==> src/shared/svrpc_pkg.sv <==
// constants, register map and state encoding of the supervisor reset / power-fail block
// assumes a 50 MHz reference clock and a byte-wide register port on word-aligned byte addresses
package svrpc_pkg;
   // time base
   localparam longint unsigned CLK_HZ          = 64'd50_000_000;   // reference clock rate
   localparam int              T_R1_MIN_NS     = 200;              // least low time, reset input one
   localparam int              T_R1_IGN_NS     = 50;               // narrower pulses never reset
   localparam int              T_R2_MIN_MS     = 100;              // least low time, reset input two
   localparam int              T_R2_IGN_MS     = 20;               // narrower pulses never reset
   localparam int              T_REC_LONG_MS   = 96;               // select 0, halt 0 (96..98 ms)
   localparam int              T_REC_DEF_MS    = 40;               // select 0, halt 1 (40..200 ms)
   localparam int              T_REC_SHORT_US  = 50;               // select 1 (50..2000 us)
   localparam int              T_BAT_CHECK_H   = 24;               // periodic battery check interval
   // cycle counts derived from the times, least times rounded up
   localparam int              R1_CYC    = int'((64'(T_R1_MIN_NS) * CLK_HZ + 64'd999_999_999) / 64'd1_000_000_000);
   localparam int              RECOVERY_INTERVAL_S_CYC = int'((64'(T_REC_SHORT_US) * CLK_HZ + 64'd999_999) / 64'd1_000_000);
   // counter widths
   localparam int              CW        = 24;                     // filter and recovery counters
   localparam int              DW        = 48;                     // daily battery check counter
   // register indices; byte address is four times the index
   localparam logic [4:0]      IDX_HALT  = 5'h01;                  // oscillator halt bit D7
   localparam logic [4:0]      IDX_CENT  = 5'h03;                  // century enable D7, flag D6
   localparam logic [4:0]      IDX_RECOVERY_INTERVAL  = 5'h04;                  // recovery length select D7
   localparam logic [4:0]      IDX_CTRL  = 5'h08;                  // general output D7, freq test D6
   localparam logic [4:0]      IDX_WDOG  = 5'h09;                  // watchdog register, 8 bits
   localparam logic [4:0]      IDX_ALRM  = 5'h0A;                  // alarm enable D7, sq wave D6, backup alarm D5
   localparam logic [4:0]      IDX_UPDH  = 5'h0C;                  // update halt D6
   localparam logic [4:0]      IDX_FLAG  = 5'h0F;                  // battery low D4, read only
   localparam logic [4:0]      IDX_ISTAT = 5'h10;                  // interrupt status, clear on read
   localparam logic [4:0]      IDX_IMASK = 5'h11;                  // interrupt mask
   // field positions
   localparam int              B_D7      = 7;
   localparam int              B_D6      = 6;
   localparam int              B_D5      = 5;
   localparam int              B_D4      = 4;
   // interrupt status bits
   localparam int              EV_RESET  = 0;                      // system reset asserted
   localparam int              EV_PFAIL  = 1;                      // early fail output fell
   localparam int              EV_BATLOW = 2;                      // battery check found low
   localparam int              EVW       = 3;
   // initial power-up values
   localparam logic            DEF_HALT  = 1'b1;
   localparam logic            DEF_OUT   = 1'b1;
   localparam logic            DEF_UPDH  = 1'b1;
   localparam logic [7:0]      WD_CLEAR  = 8'h00;
   // supervisor states
   typedef enum logic [2:0] {
      ST_BACKUP  = 3'b000,   // supply below deselect threshold
      ST_PWR_REC = 3'b001,   // supply back, recovery interval running
      ST_RUN     = 3'b010,   // normal operation
      ST_EXT_HLD = 3'b011,   // a reset input is held low
      ST_EXT_REC = 3'b100    // reset input released, recovery interval running
   } svrpc_state_type;
endpackage

==> src/design/svrpc_top.sv <==
// supervisor block: reset inputs, timed system reset, early fail output, control bits, battery flag
// assumes pins arrive asynchronously, the analog comparator and battery test give logic levels,
// and the register master follows the one-cycle strobe protocol with read data one cycle later
`timescale 1ns/10ps

// What this block does
// - either reset input gives power-cycle reset
// - input one: 200 ns resets, <50 ns ignored
// - input two: 100 ms resets, <20 ms ignored
// - reset held for recovery interval after release
// - early fail low while monitor below threshold
// - backup: comparator off, early fail low
// - power return: early fail high during recovery
// - century flag toggles at rollover when enabled
// - general output bit drives interrupt pin while its other users are idle
// - battery checked at power-up and daily
// - battery low flag held until check passes
// - battery checks only on main supply
// - recovery select bit at D7 of 04h
// - interval chosen from select and halt bits
// - writes refused during power-up recovery
// - initial power-up default bit values
// - later power-up defaults, some bits kept
// - reset low below threshold and recovery
module svrpc_top #(
   parameter int              R2_CYC    = int'(64'(svrpc_pkg::T_R2_MIN_MS) * svrpc_pkg::CLK_HZ / 64'd1000),
   parameter int              RECOVERY_INTERVAL_L_CYC = int'(64'(svrpc_pkg::T_REC_LONG_MS) * svrpc_pkg::CLK_HZ / 64'd1000),
   parameter int              RECOVERY_INTERVAL_D_CYC = int'(64'(svrpc_pkg::T_REC_DEF_MS) * svrpc_pkg::CLK_HZ / 64'd1000),
   parameter longint unsigned DAY_CYC   = 64'(svrpc_pkg::T_BAT_CHECK_H) * 64'd3600 * svrpc_pkg::CLK_HZ
) (
   input  wire logic       ref_clk_in,             // 50 MHz reference
   input  wire logic       sys_rst_in,             // initial power application, async high
   input  wire logic       reset_input_one_in,     // pin, active low
   input  wire logic       reset_input_two_in,     // pin, active low
   input  wire logic       supply_monitor_low_in,  // comparator: monitor input below threshold
   input  wire logic       supply_ok_in,           // supply above deselect threshold
   input  wire logic       battery_weak_in,        // battery measures below limit
   input  wire logic       century_rollover_in,    // one-cycle pulse from the clock counters
   input  wire logic [7:0] addr_in,                // byte address
   input  wire logic [7:0] wdata_in,
   input  wire logic       wr_in,
   input  wire logic       rd_in,
   output logic      [7:0] rdata_out,
   output logic            sys_reset_drv_out,      // open-drain data, always low
   output logic            sys_reset_oe_n_out,     // low while the reset pin is pulled low
   output logic            early_fail_n_out,       // early fail output, active low
   output logic            irq_pin_drv_out,        // open-drain data, always low
   output logic            irq_pin_oe_n_out,       // low while the interrupt pin is pulled low
   output logic            interrupt_out           // level, unmasked status pending
);

   // whole state of the block
   typedef struct packed {
      logic [2:0]                s1, s2, scmp, ssup, sbat; // three-stage synchronisers
      logic                      r1, r2, cmp, sup, bat;     // agreed input levels
      logic [svrpc_pkg::CW-1:0]  c1, c2;                    // low-width counters
      logic                      r1_low, r2_low;            // confirmed reset requests
      svrpc_pkg::svrpc_state_type st;                       // supervisor state
      logic [svrpc_pkg::CW-1:0]  recovery_interval_cnt;                  // recovery interval counter
      logic [svrpc_pkg::DW-1:0]  day_cnt;                   // daily battery check counter
      logic                      cen_en, cen_flag, tr, halt, outb, ft;
      logic                      afe, square_wave_enable, abe, updh, bl;
      logic [7:0]                wd;                        // watchdog register
      logic [svrpc_pkg::EVW-1:0] ist, imask;                // interrupt status and mask
      logic [7:0]                rdata;
      logic                      rst_oe_n, pfo_n, irq_oe_n, irq;
   } svrpc_q_type;

   // constant reset image: pins idle high, supply absent, initial defaults
   localparam svrpc_q_type Q_RST = '{s1: '1, s2: '1, r1: 1'b1, r2: 1'b1, st: svrpc_pkg::ST_BACKUP,
                                     halt: svrpc_pkg::DEF_HALT, outb: svrpc_pkg::DEF_OUT,
                                     updh: svrpc_pkg::DEF_UPDH, irq_oe_n: svrpc_pkg::DEF_OUT,
                                     default: '0};

   svrpc_q_type q;     // registered state
   svrpc_q_type n;     // next state

   // next agreed level: changes once the second and third stages agree
   // a single-cycle glitch never fills two stages at once, so it is dropped
   function automatic logic agree(input logic [2:0] v, input logic old);
      agree = (v[1] == v[2]) ? v[2] : old;
   endfunction

   // recovery interval length from select and halt bits
   // the select bit wins: halt only matters while select is clear
   function automatic logic [svrpc_pkg::CW-1:0] recovery_interval_len(input logic sel, input logic hlt);
      if (sel) begin
         recovery_interval_len = svrpc_pkg::CW'(svrpc_pkg::RECOVERY_INTERVAL_S_CYC);
      end else if (hlt) begin
         recovery_interval_len = svrpc_pkg::CW'(RECOVERY_INTERVAL_D_CYC);
      end else begin
         recovery_interval_len = svrpc_pkg::CW'(RECOVERY_INTERVAL_L_CYC);
      end
   endfunction

   logic [4:0]                idx;       // register index of the access
   logic                      in_map;    // address word aligned and below 80h
   logic                      wr_ok;     // write accepted
   logic [svrpc_pkg::EVW-1:0] ev;        // events this cycle
   logic                      drv_mode;  // interrupt pin acts as plain output

   assign idx    = addr_in[6:2];
   assign in_map = (addr_in[1:0] == 2'b00) && !addr_in[7];

   // next-state logic
   always_comb begin
      n        = q;
      ev       = '0;
      drv_mode = 1'b0;
      // synchronisers: first stage feeds only the second
      n.s1   = {q.s1[1:0], reset_input_one_in};
      n.s2   = {q.s2[1:0], reset_input_two_in};
      n.scmp = {q.scmp[1:0], supply_monitor_low_in};
      n.ssup = {q.ssup[1:0], supply_ok_in};
      n.sbat = {q.sbat[1:0], battery_weak_in};
      n.r1   = agree(q.s1, q.r1);
      n.r2   = agree(q.s2, q.r2);
      n.cmp  = agree(q.scmp, q.cmp);
      n.sup  = agree(q.ssup, q.sup);
      n.bat  = agree(q.sbat, q.bat);

      // width filters: any high level restarts the count, so short pulses never reach the target
      if (q.r1) begin
         n.c1     = '0;
         n.r1_low = 1'b0;
      end else if (q.c1 < svrpc_pkg::CW'(svrpc_pkg::R1_CYC - 1)) begin
         n.c1 = q.c1 + 1'b1;
      end else begin
         n.r1_low = 1'b1;
      end
      if (q.r2) begin
         n.c2     = '0;
         n.r2_low = 1'b0;
      end else if (q.c2 < svrpc_pkg::CW'(R2_CYC - 1)) begin
         n.c2 = q.c2 + 1'b1;
      end else begin
         n.r2_low = 1'b1;
      end

      // register writes; refused while deselected or recovering from power loss
      wr_ok = wr_in && in_map && (q.st != svrpc_pkg::ST_PWR_REC) && (q.st != svrpc_pkg::ST_BACKUP);
      if (wr_ok) begin
         case (idx)
            svrpc_pkg::IDX_HALT: begin
               n.halt = wdata_in[svrpc_pkg::B_D7];
            end
            svrpc_pkg::IDX_CENT: begin
               n.cen_en   = wdata_in[svrpc_pkg::B_D7];
               n.cen_flag = wdata_in[svrpc_pkg::B_D6];
            end
            svrpc_pkg::IDX_RECOVERY_INTERVAL: begin
               n.tr = wdata_in[svrpc_pkg::B_D7];
            end
            svrpc_pkg::IDX_CTRL: begin
               n.outb = wdata_in[svrpc_pkg::B_D7];
               n.ft   = wdata_in[svrpc_pkg::B_D6];
            end
            svrpc_pkg::IDX_WDOG: begin
               n.wd = wdata_in;
            end
            svrpc_pkg::IDX_ALRM: begin
               n.afe  = wdata_in[svrpc_pkg::B_D7];
               n.square_wave_enable = wdata_in[svrpc_pkg::B_D6];
               n.abe  = wdata_in[svrpc_pkg::B_D5];
            end
            svrpc_pkg::IDX_UPDH: begin
               n.updh = wdata_in[svrpc_pkg::B_D6];
            end
            svrpc_pkg::IDX_IMASK: begin
               n.imask = wdata_in[svrpc_pkg::EVW-1:0];
            end
            default: begin
               n.imask = q.imask;                                    // read-only or unmapped
            end
         endcase
      end

      // century flag toggles after any write, so a rollover in a write cycle is kept
      if (century_rollover_in && n.cen_en) begin
         n.cen_flag = !n.cen_flag;
      end

      // supervisor sequence
      case (q.st)
         svrpc_pkg::ST_BACKUP: begin
            // deselected until the supply is agreed present
            if (q.sup) begin
               n.st       = svrpc_pkg::ST_PWR_REC;
               n.recovery_interval_cnt = '0;
               // later power-up: update halt set, selected bits cleared, others kept
               n.updh     = 1'b1;
               n.ft       = 1'b0;
               n.afe      = 1'b0;
               n.abe      = 1'b0;
               n.square_wave_enable     = 1'b0;
               n.wd       = svrpc_pkg::WD_CLEAR;
               // power-up battery check
               n.bl       = q.bat;
               ev[svrpc_pkg::EV_BATLOW] = q.bat;
               n.day_cnt  = '0;
            end
         end
         svrpc_pkg::ST_PWR_REC: begin
            // writes refused, early fail forced high
            if (q.recovery_interval_cnt >= recovery_interval_len(q.tr, q.halt) - 1'b1) begin
               n.st = svrpc_pkg::ST_RUN;
            end else begin
               n.recovery_interval_cnt = q.recovery_interval_cnt + 1'b1;
            end
         end
         svrpc_pkg::ST_RUN: begin
            // either confirmed request starts a hold
            if (q.r1_low || q.r2_low) begin
               n.st = svrpc_pkg::ST_EXT_HLD;
               ev[svrpc_pkg::EV_RESET] = 1'b1;
            end
         end
         svrpc_pkg::ST_EXT_HLD: begin
            // held while any input is still confirmed low
            if (!q.r1_low && !q.r2_low) begin
               n.st       = svrpc_pkg::ST_EXT_REC;
               n.recovery_interval_cnt = '0;
            end
         end
         svrpc_pkg::ST_EXT_REC: begin
            // a new request restarts the hold, the count is lost
            if (q.r1_low || q.r2_low) begin
               n.st = svrpc_pkg::ST_EXT_HLD;
            end else if (q.recovery_interval_cnt >= recovery_interval_len(q.tr, q.halt) - 1'b1) begin
               n.st = svrpc_pkg::ST_RUN;
            end else begin
               n.recovery_interval_cnt = q.recovery_interval_cnt + 1'b1;
            end
         end
         default: begin
            n.st = svrpc_pkg::ST_BACKUP;
         end
      endcase

      // loss of supply overrides everything
      if (!q.sup) begin
         n.st = svrpc_pkg::ST_BACKUP;
         ev[svrpc_pkg::EV_RESET] = (q.st != svrpc_pkg::ST_BACKUP);
      end

      // daily battery check runs only while the main supply is nominal
      if (q.sup && q.st != svrpc_pkg::ST_BACKUP && q.st != svrpc_pkg::ST_PWR_REC) begin
         if (q.day_cnt >= svrpc_pkg::DW'(DAY_CYC - 64'd1)) begin
            n.day_cnt = '0;
            n.bl      = q.bat;
            ev[svrpc_pkg::EV_BATLOW] = q.bat;
         end else begin
            n.day_cnt = q.day_cnt + 1'b1;
         end
      end

      // output images follow the next state so pins and state change together
      n.rst_oe_n = (n.st == svrpc_pkg::ST_RUN);
      case (n.st)
         svrpc_pkg::ST_BACKUP:  n.pfo_n = 1'b0;
         svrpc_pkg::ST_PWR_REC: n.pfo_n = 1'b1;
         default:               n.pfo_n = !n.cmp;
      endcase
      ev[svrpc_pkg::EV_PFAIL] = q.pfo_n && !n.pfo_n;

      // interrupt pin is a plain output only while its other users are idle
      drv_mode   = !n.ft && !n.afe && (n.wd == svrpc_pkg::WD_CLEAR);
      n.irq_oe_n = drv_mode ? n.outb : 1'b1;

      // read data, one cycle after the strobe; the status read clears it, new events win
      n.rdata = '0;
      if (rd_in && in_map) begin
         case (idx)
            svrpc_pkg::IDX_HALT:  n.rdata[svrpc_pkg::B_D7] = q.halt;
            svrpc_pkg::IDX_CENT:  n.rdata = {q.cen_en, q.cen_flag, 6'h00};
            svrpc_pkg::IDX_RECOVERY_INTERVAL:  n.rdata[svrpc_pkg::B_D7] = q.tr;
            svrpc_pkg::IDX_CTRL:  n.rdata = {q.outb, q.ft, 6'h00};
            svrpc_pkg::IDX_WDOG:  n.rdata = q.wd;
            svrpc_pkg::IDX_ALRM:  n.rdata = {q.afe, q.square_wave_enable, q.abe, 5'h00};
            svrpc_pkg::IDX_UPDH:  n.rdata[svrpc_pkg::B_D6] = q.updh;
            svrpc_pkg::IDX_FLAG:  n.rdata[svrpc_pkg::B_D4] = q.bl;
            svrpc_pkg::IDX_ISTAT: n.rdata[svrpc_pkg::EVW-1:0] = q.ist;
            svrpc_pkg::IDX_IMASK: n.rdata[svrpc_pkg::EVW-1:0] = q.imask;
            default:              n.rdata = '0;
         endcase
      end
      // status bits stay until read, so one-cycle events are never lost
      if (rd_in && in_map && idx == svrpc_pkg::IDX_ISTAT) begin
         n.ist = ev;
      end else begin
         n.ist = q.ist | ev;
      end
      n.irq = |(n.ist & n.imask);
   end

   // one register for the whole state; async reset is the initial power application
   always_ff @(posedge ref_clk_in or posedge sys_rst_in) begin
      if (sys_rst_in) begin
         q <= Q_RST;
      end else begin
         q <= n;
      end
   end

   // pin data lines stay low: only the enables move, the pull-ups do the rest
   assign rdata_out          = q.rdata;
   assign sys_reset_drv_out  = 1'b0;
   assign sys_reset_oe_n_out = q.rst_oe_n;
   assign early_fail_n_out   = q.pfo_n;
   assign irq_pin_drv_out    = 1'b0;
   assign irq_pin_oe_n_out   = q.irq_oe_n;
   assign interrupt_out      = q.irq;
endmodule

==> config.mk <==
export PLATFORM = sky130hd
export DESIGN_NAME = svrpc_top
export DESIGN_NICKNAME = d
export VERILOG_FILES = /design/src/shared/svrpc_pkg.sv /design/src/design/svrpc_top.sv
export SDC_FILE = /design/constraint.sdc
export NUM_CORES = 1
export LEC_CHECK = 0
export BUFFER_PORTS_ARGS = -buffer_cell sky130_fd_sc_hd__clkbuf_2
export CAP_MARGIN = 5
export CORE_MARGIN = 5
export CORE_UTILIZATION = 45
export CTS_CLUSTER_DIAMETER = 80
export DETAILED_ROUTE_END_ITERATION = 8
export PLACE_DENSITY_LB_ADDON = 0.1
export SLEW_MARGIN = 20
export SYNTH_ARGS = -nofsm -noshare
export SYNTH_HDL_FRONTEND = slang
export SYNTH_SLANG_ARGS = --single-unit
==> constraint.sdc <==
create_clock -name ref_clk_in -period 7.4 [get_ports ref_clk_in]
set_input_delay 0.74 -clock ref_clk_in [delete_from_list [all_inputs] [get_ports ref_clk_in]]
set_output_delay 0.74 -clock ref_clk_in [all_outputs]
set_load 0.02 [all_outputs]
==> results.cfg <==
[power_and_ir_drop]
swShare = 0.234
p_leak_nw = 4.41
power_density_nw_per_um2 = 211
peakVddDrop_v = 0.000141
switchingPower_w = 0.000497
clockPowerShare = 0.454
seq_power_share = 0.494
combPwrFrac = 0.051
internal-power_w = 0.00162

[synthesis]
ys_ff_latch = 182
avgSynthCellArea_um2 = 9.61
ys_warn_count = 0
syn-cell-area_um2 = 9030
postSynth.asyncResetShare = 1.00
synthCells = 939
synth_top_flop_cell = dfrtp_1
yosysUniqueCellTypes = 63
synth_edf_count = 0
seq_area_frac_synth = 0.506

[route]
drt_iter0_markers = 310
vias_per_cell = 5.47
totalWireLength_mm = 18.4
drtAntennaViolNets = 0
drc = 0
dr.pass1.iters = 5
vias = 6766
wire_per_inst_um = 14.9

[sta]
tightest_slew_ps = 985
rsz0062_at_grt = no
setup_viol = 0
fmax_mhz = 267
fin_crit_ps = 3750
skew_ps = 9.80
hold_viol = 0
hold_ws_ps = 352
setup_tns_ps = 0
drv_slew = 0
slew-limit-headroom = 0.334
period_share = 0.506

[cts]
clockBufferDepth = 2
cts_max_level = 4
insertion_delay_ps = 420
clock-sinks = 182
cts_root_buf = clkbuf_16
cts-resized-gates = 0
hold_buffers = 0
tritoncts = done
post_cts_buffers = 0
cts_buffers = 17
clk_pin_slew_ps = 70

[critical_path]
critPathArrivalTime_ps = 4100
setup.worst_path.class = register to register
worstReg2RegStart = q[34]
cp_max_fo = 18
startpoint = q[34]
startpoint_type = register
cp-end-kind = register
cp.required_ps = 7750

[global_routing]
overflow = 0
antenna_found_initial = 0
grt_pass1_vias = 6483
grt_pass1_wl_mm = 31.5
grt_max_degree = 103
grt_util_all_layers = 0.168

[floorplan]
rows = 51
die_y_um = 152
core_um2 = 19600
die_area_um2 = 23000
start_util = 0.461
die_w_um = 152
ios = 40

[cells_and_area]
fin_area_um2 = 10000
nets = 1010
num_antenna_cells = 0
fin_cells = 1236
drive_above_1_share = 0.111
area_growth_pct = 11.1
post-route-util = 0.512

[placed_design]
portBuffers = 37
gp_congestion = 0.834
dp_cells = 1204
hpwl_mm = 12.2
placed_cell_area_um2 = 9390

[worst_hold_path]
worstHoldStart = n[171]
holdCritPathClass = register to register

[flow_run]
cap_violations = 0

[outcome]
status = complete, no violations
==> area by class of cell <==
class,instances,area [um^2]
inverters,19,78.8
clock inverters,14,199
fillers,1843,9560
well taps,265,332
repair buffers,40,211
flip-flops and latches,182,4570
clock buffers,18,429
multi-input cells,698,4210
==> layer usage <==
layer / global-route usage / vias up / share of wire
met2: 0.275 / 97 / 0.47
met4: 0.0373 / 0 / 0.0097
met3: 0.0327 / 14 / 0.032
met5: 0 / - / 0
li1: - / 3374 / -
met1: 0.233 / 3281 / 0.49
==> flip-flops by register name, summed over array words and instances (netlist names) <==
register and count:
early_fail_n_out 1, n 10, interrupt_out 1, irq_pin_oe_n_out 1
rdata_out 8, q 160, sys_reset_oe_n_out 1
==> worst max-delay path, cell delays in order (launching register included) <==
cell	delay, ps
dfrtp_1	520
nor2b_1	370
inv_1	170
ha_1	300
nand4_1	150
nor4_1	90
a22oi_1	210
nand3_1	250
o21ai_1	260
nand4_1	530
or4_1	680
a21oi_1	150
==> path summary, 6_finish.rpt <==
path                           to  depth (start not counted)  slack [ps]
max                        q[107]                         11        3650
min                        n[172]                          0         350
max reg2reg                q[107]                         11        3650
min reg2reg                n[172]                          0         350
max in group asynchronous   q[28]                          3        5780
min in group asynchronous  q[133]                          2         440
==> cells in the final DEF (no fill, tap or decap), types with 4 or more instances in the layout <==
master     instances
dfrtp_1          170
nand2_1          112
o21ai_0           87
nor2_1            85
a21oi_1           42
nand3_1           40
clkbuf_2          37
nor2b_1           29
xor2_1            26
ha_1              26
nand4_1           21
and2_1            18
and3_1            18
inv_1             18
mux2i_1           17
clkbuf_16         17
nor3_1            16
nor4_1            14
o31ai_1           12
mux2_2            12
dfstp_2           12
a31oi_1           11
and4_1            10
xnor2_1            8
or3_1              8
nand2b_1           7
or4_1              6
conb_1             6
nor3b_1            5
maj3_1             5
a21o_1             5
a22oi_1            4
o41ai_1            4
clkinv_4           4
bufinv_16          4
==> through the flow <==
stage	worst slack (ps)	total power, W
floorplan	1740	0.00114
global placement	3770	0.00118
detailed placement	3630	0.00118
CTS	3630	0.00215
global route	3330	0.00221
finish	3650	0.00212
==> synth_stat cells, drive strengths merged, types with 6 or more instances <==
library cell  instances  share of area
and4                 10         0.0097
o31ai                12          0.010
xnor2                 8         0.0078
mux2i                17          0.019
or4                   6         0.0050
nand3                41          0.023
xor2                 26          0.025
o21ai                89          0.049
nor3                 16         0.0089
nor2                 86          0.036
buf                  13         0.0097
nand2               112          0.047
or3                   8         0.0055
dfstp                12          0.035
a21oi                42          0.023
clkbuf               31          0.013
inv                  19         0.0079
and3                 18          0.012
mux2                 12          0.015
ha                   26          0.036
and2                 19          0.013
nand2b                7         0.0049
nor2b                29          0.020
nand4                21          0.015
dfrtp               170           0.47
nor4                 14         0.0097
a31oi                11         0.0076
==> power groups by stage <==
stage,registers [W],logic [W],clock network (W)
2_1_floorplan,0.00105,0.0000874,0
3_3_place_gp,0.00107,0.000110,0
3_5_place_dp,0.00107,0.000111,0
4_1_cts,0.00105,0.000112,0.000990
5_1_grt,0.00105,0.000129,0.00103
6_report,0.00105,0.000109,0.000963
==> logic make-up (layout without fill, tap and decap cells) <==
kind of cell               after synthesis  in the layout  synth area share
other                                    2              6          0.000832
xor gates and xnor gates                34             34            0.0330
and+or+nand+nor                        407            407             0.228
muxes                                   29             29            0.0338
buffers and inverters                   63             91            0.0305
adders and majority gates               31             31            0.0416
DFF                                    182            182             0.506
AOI/OAI and AO/OA                      191            191             0.126
Power figures use the tool's default switching activity.
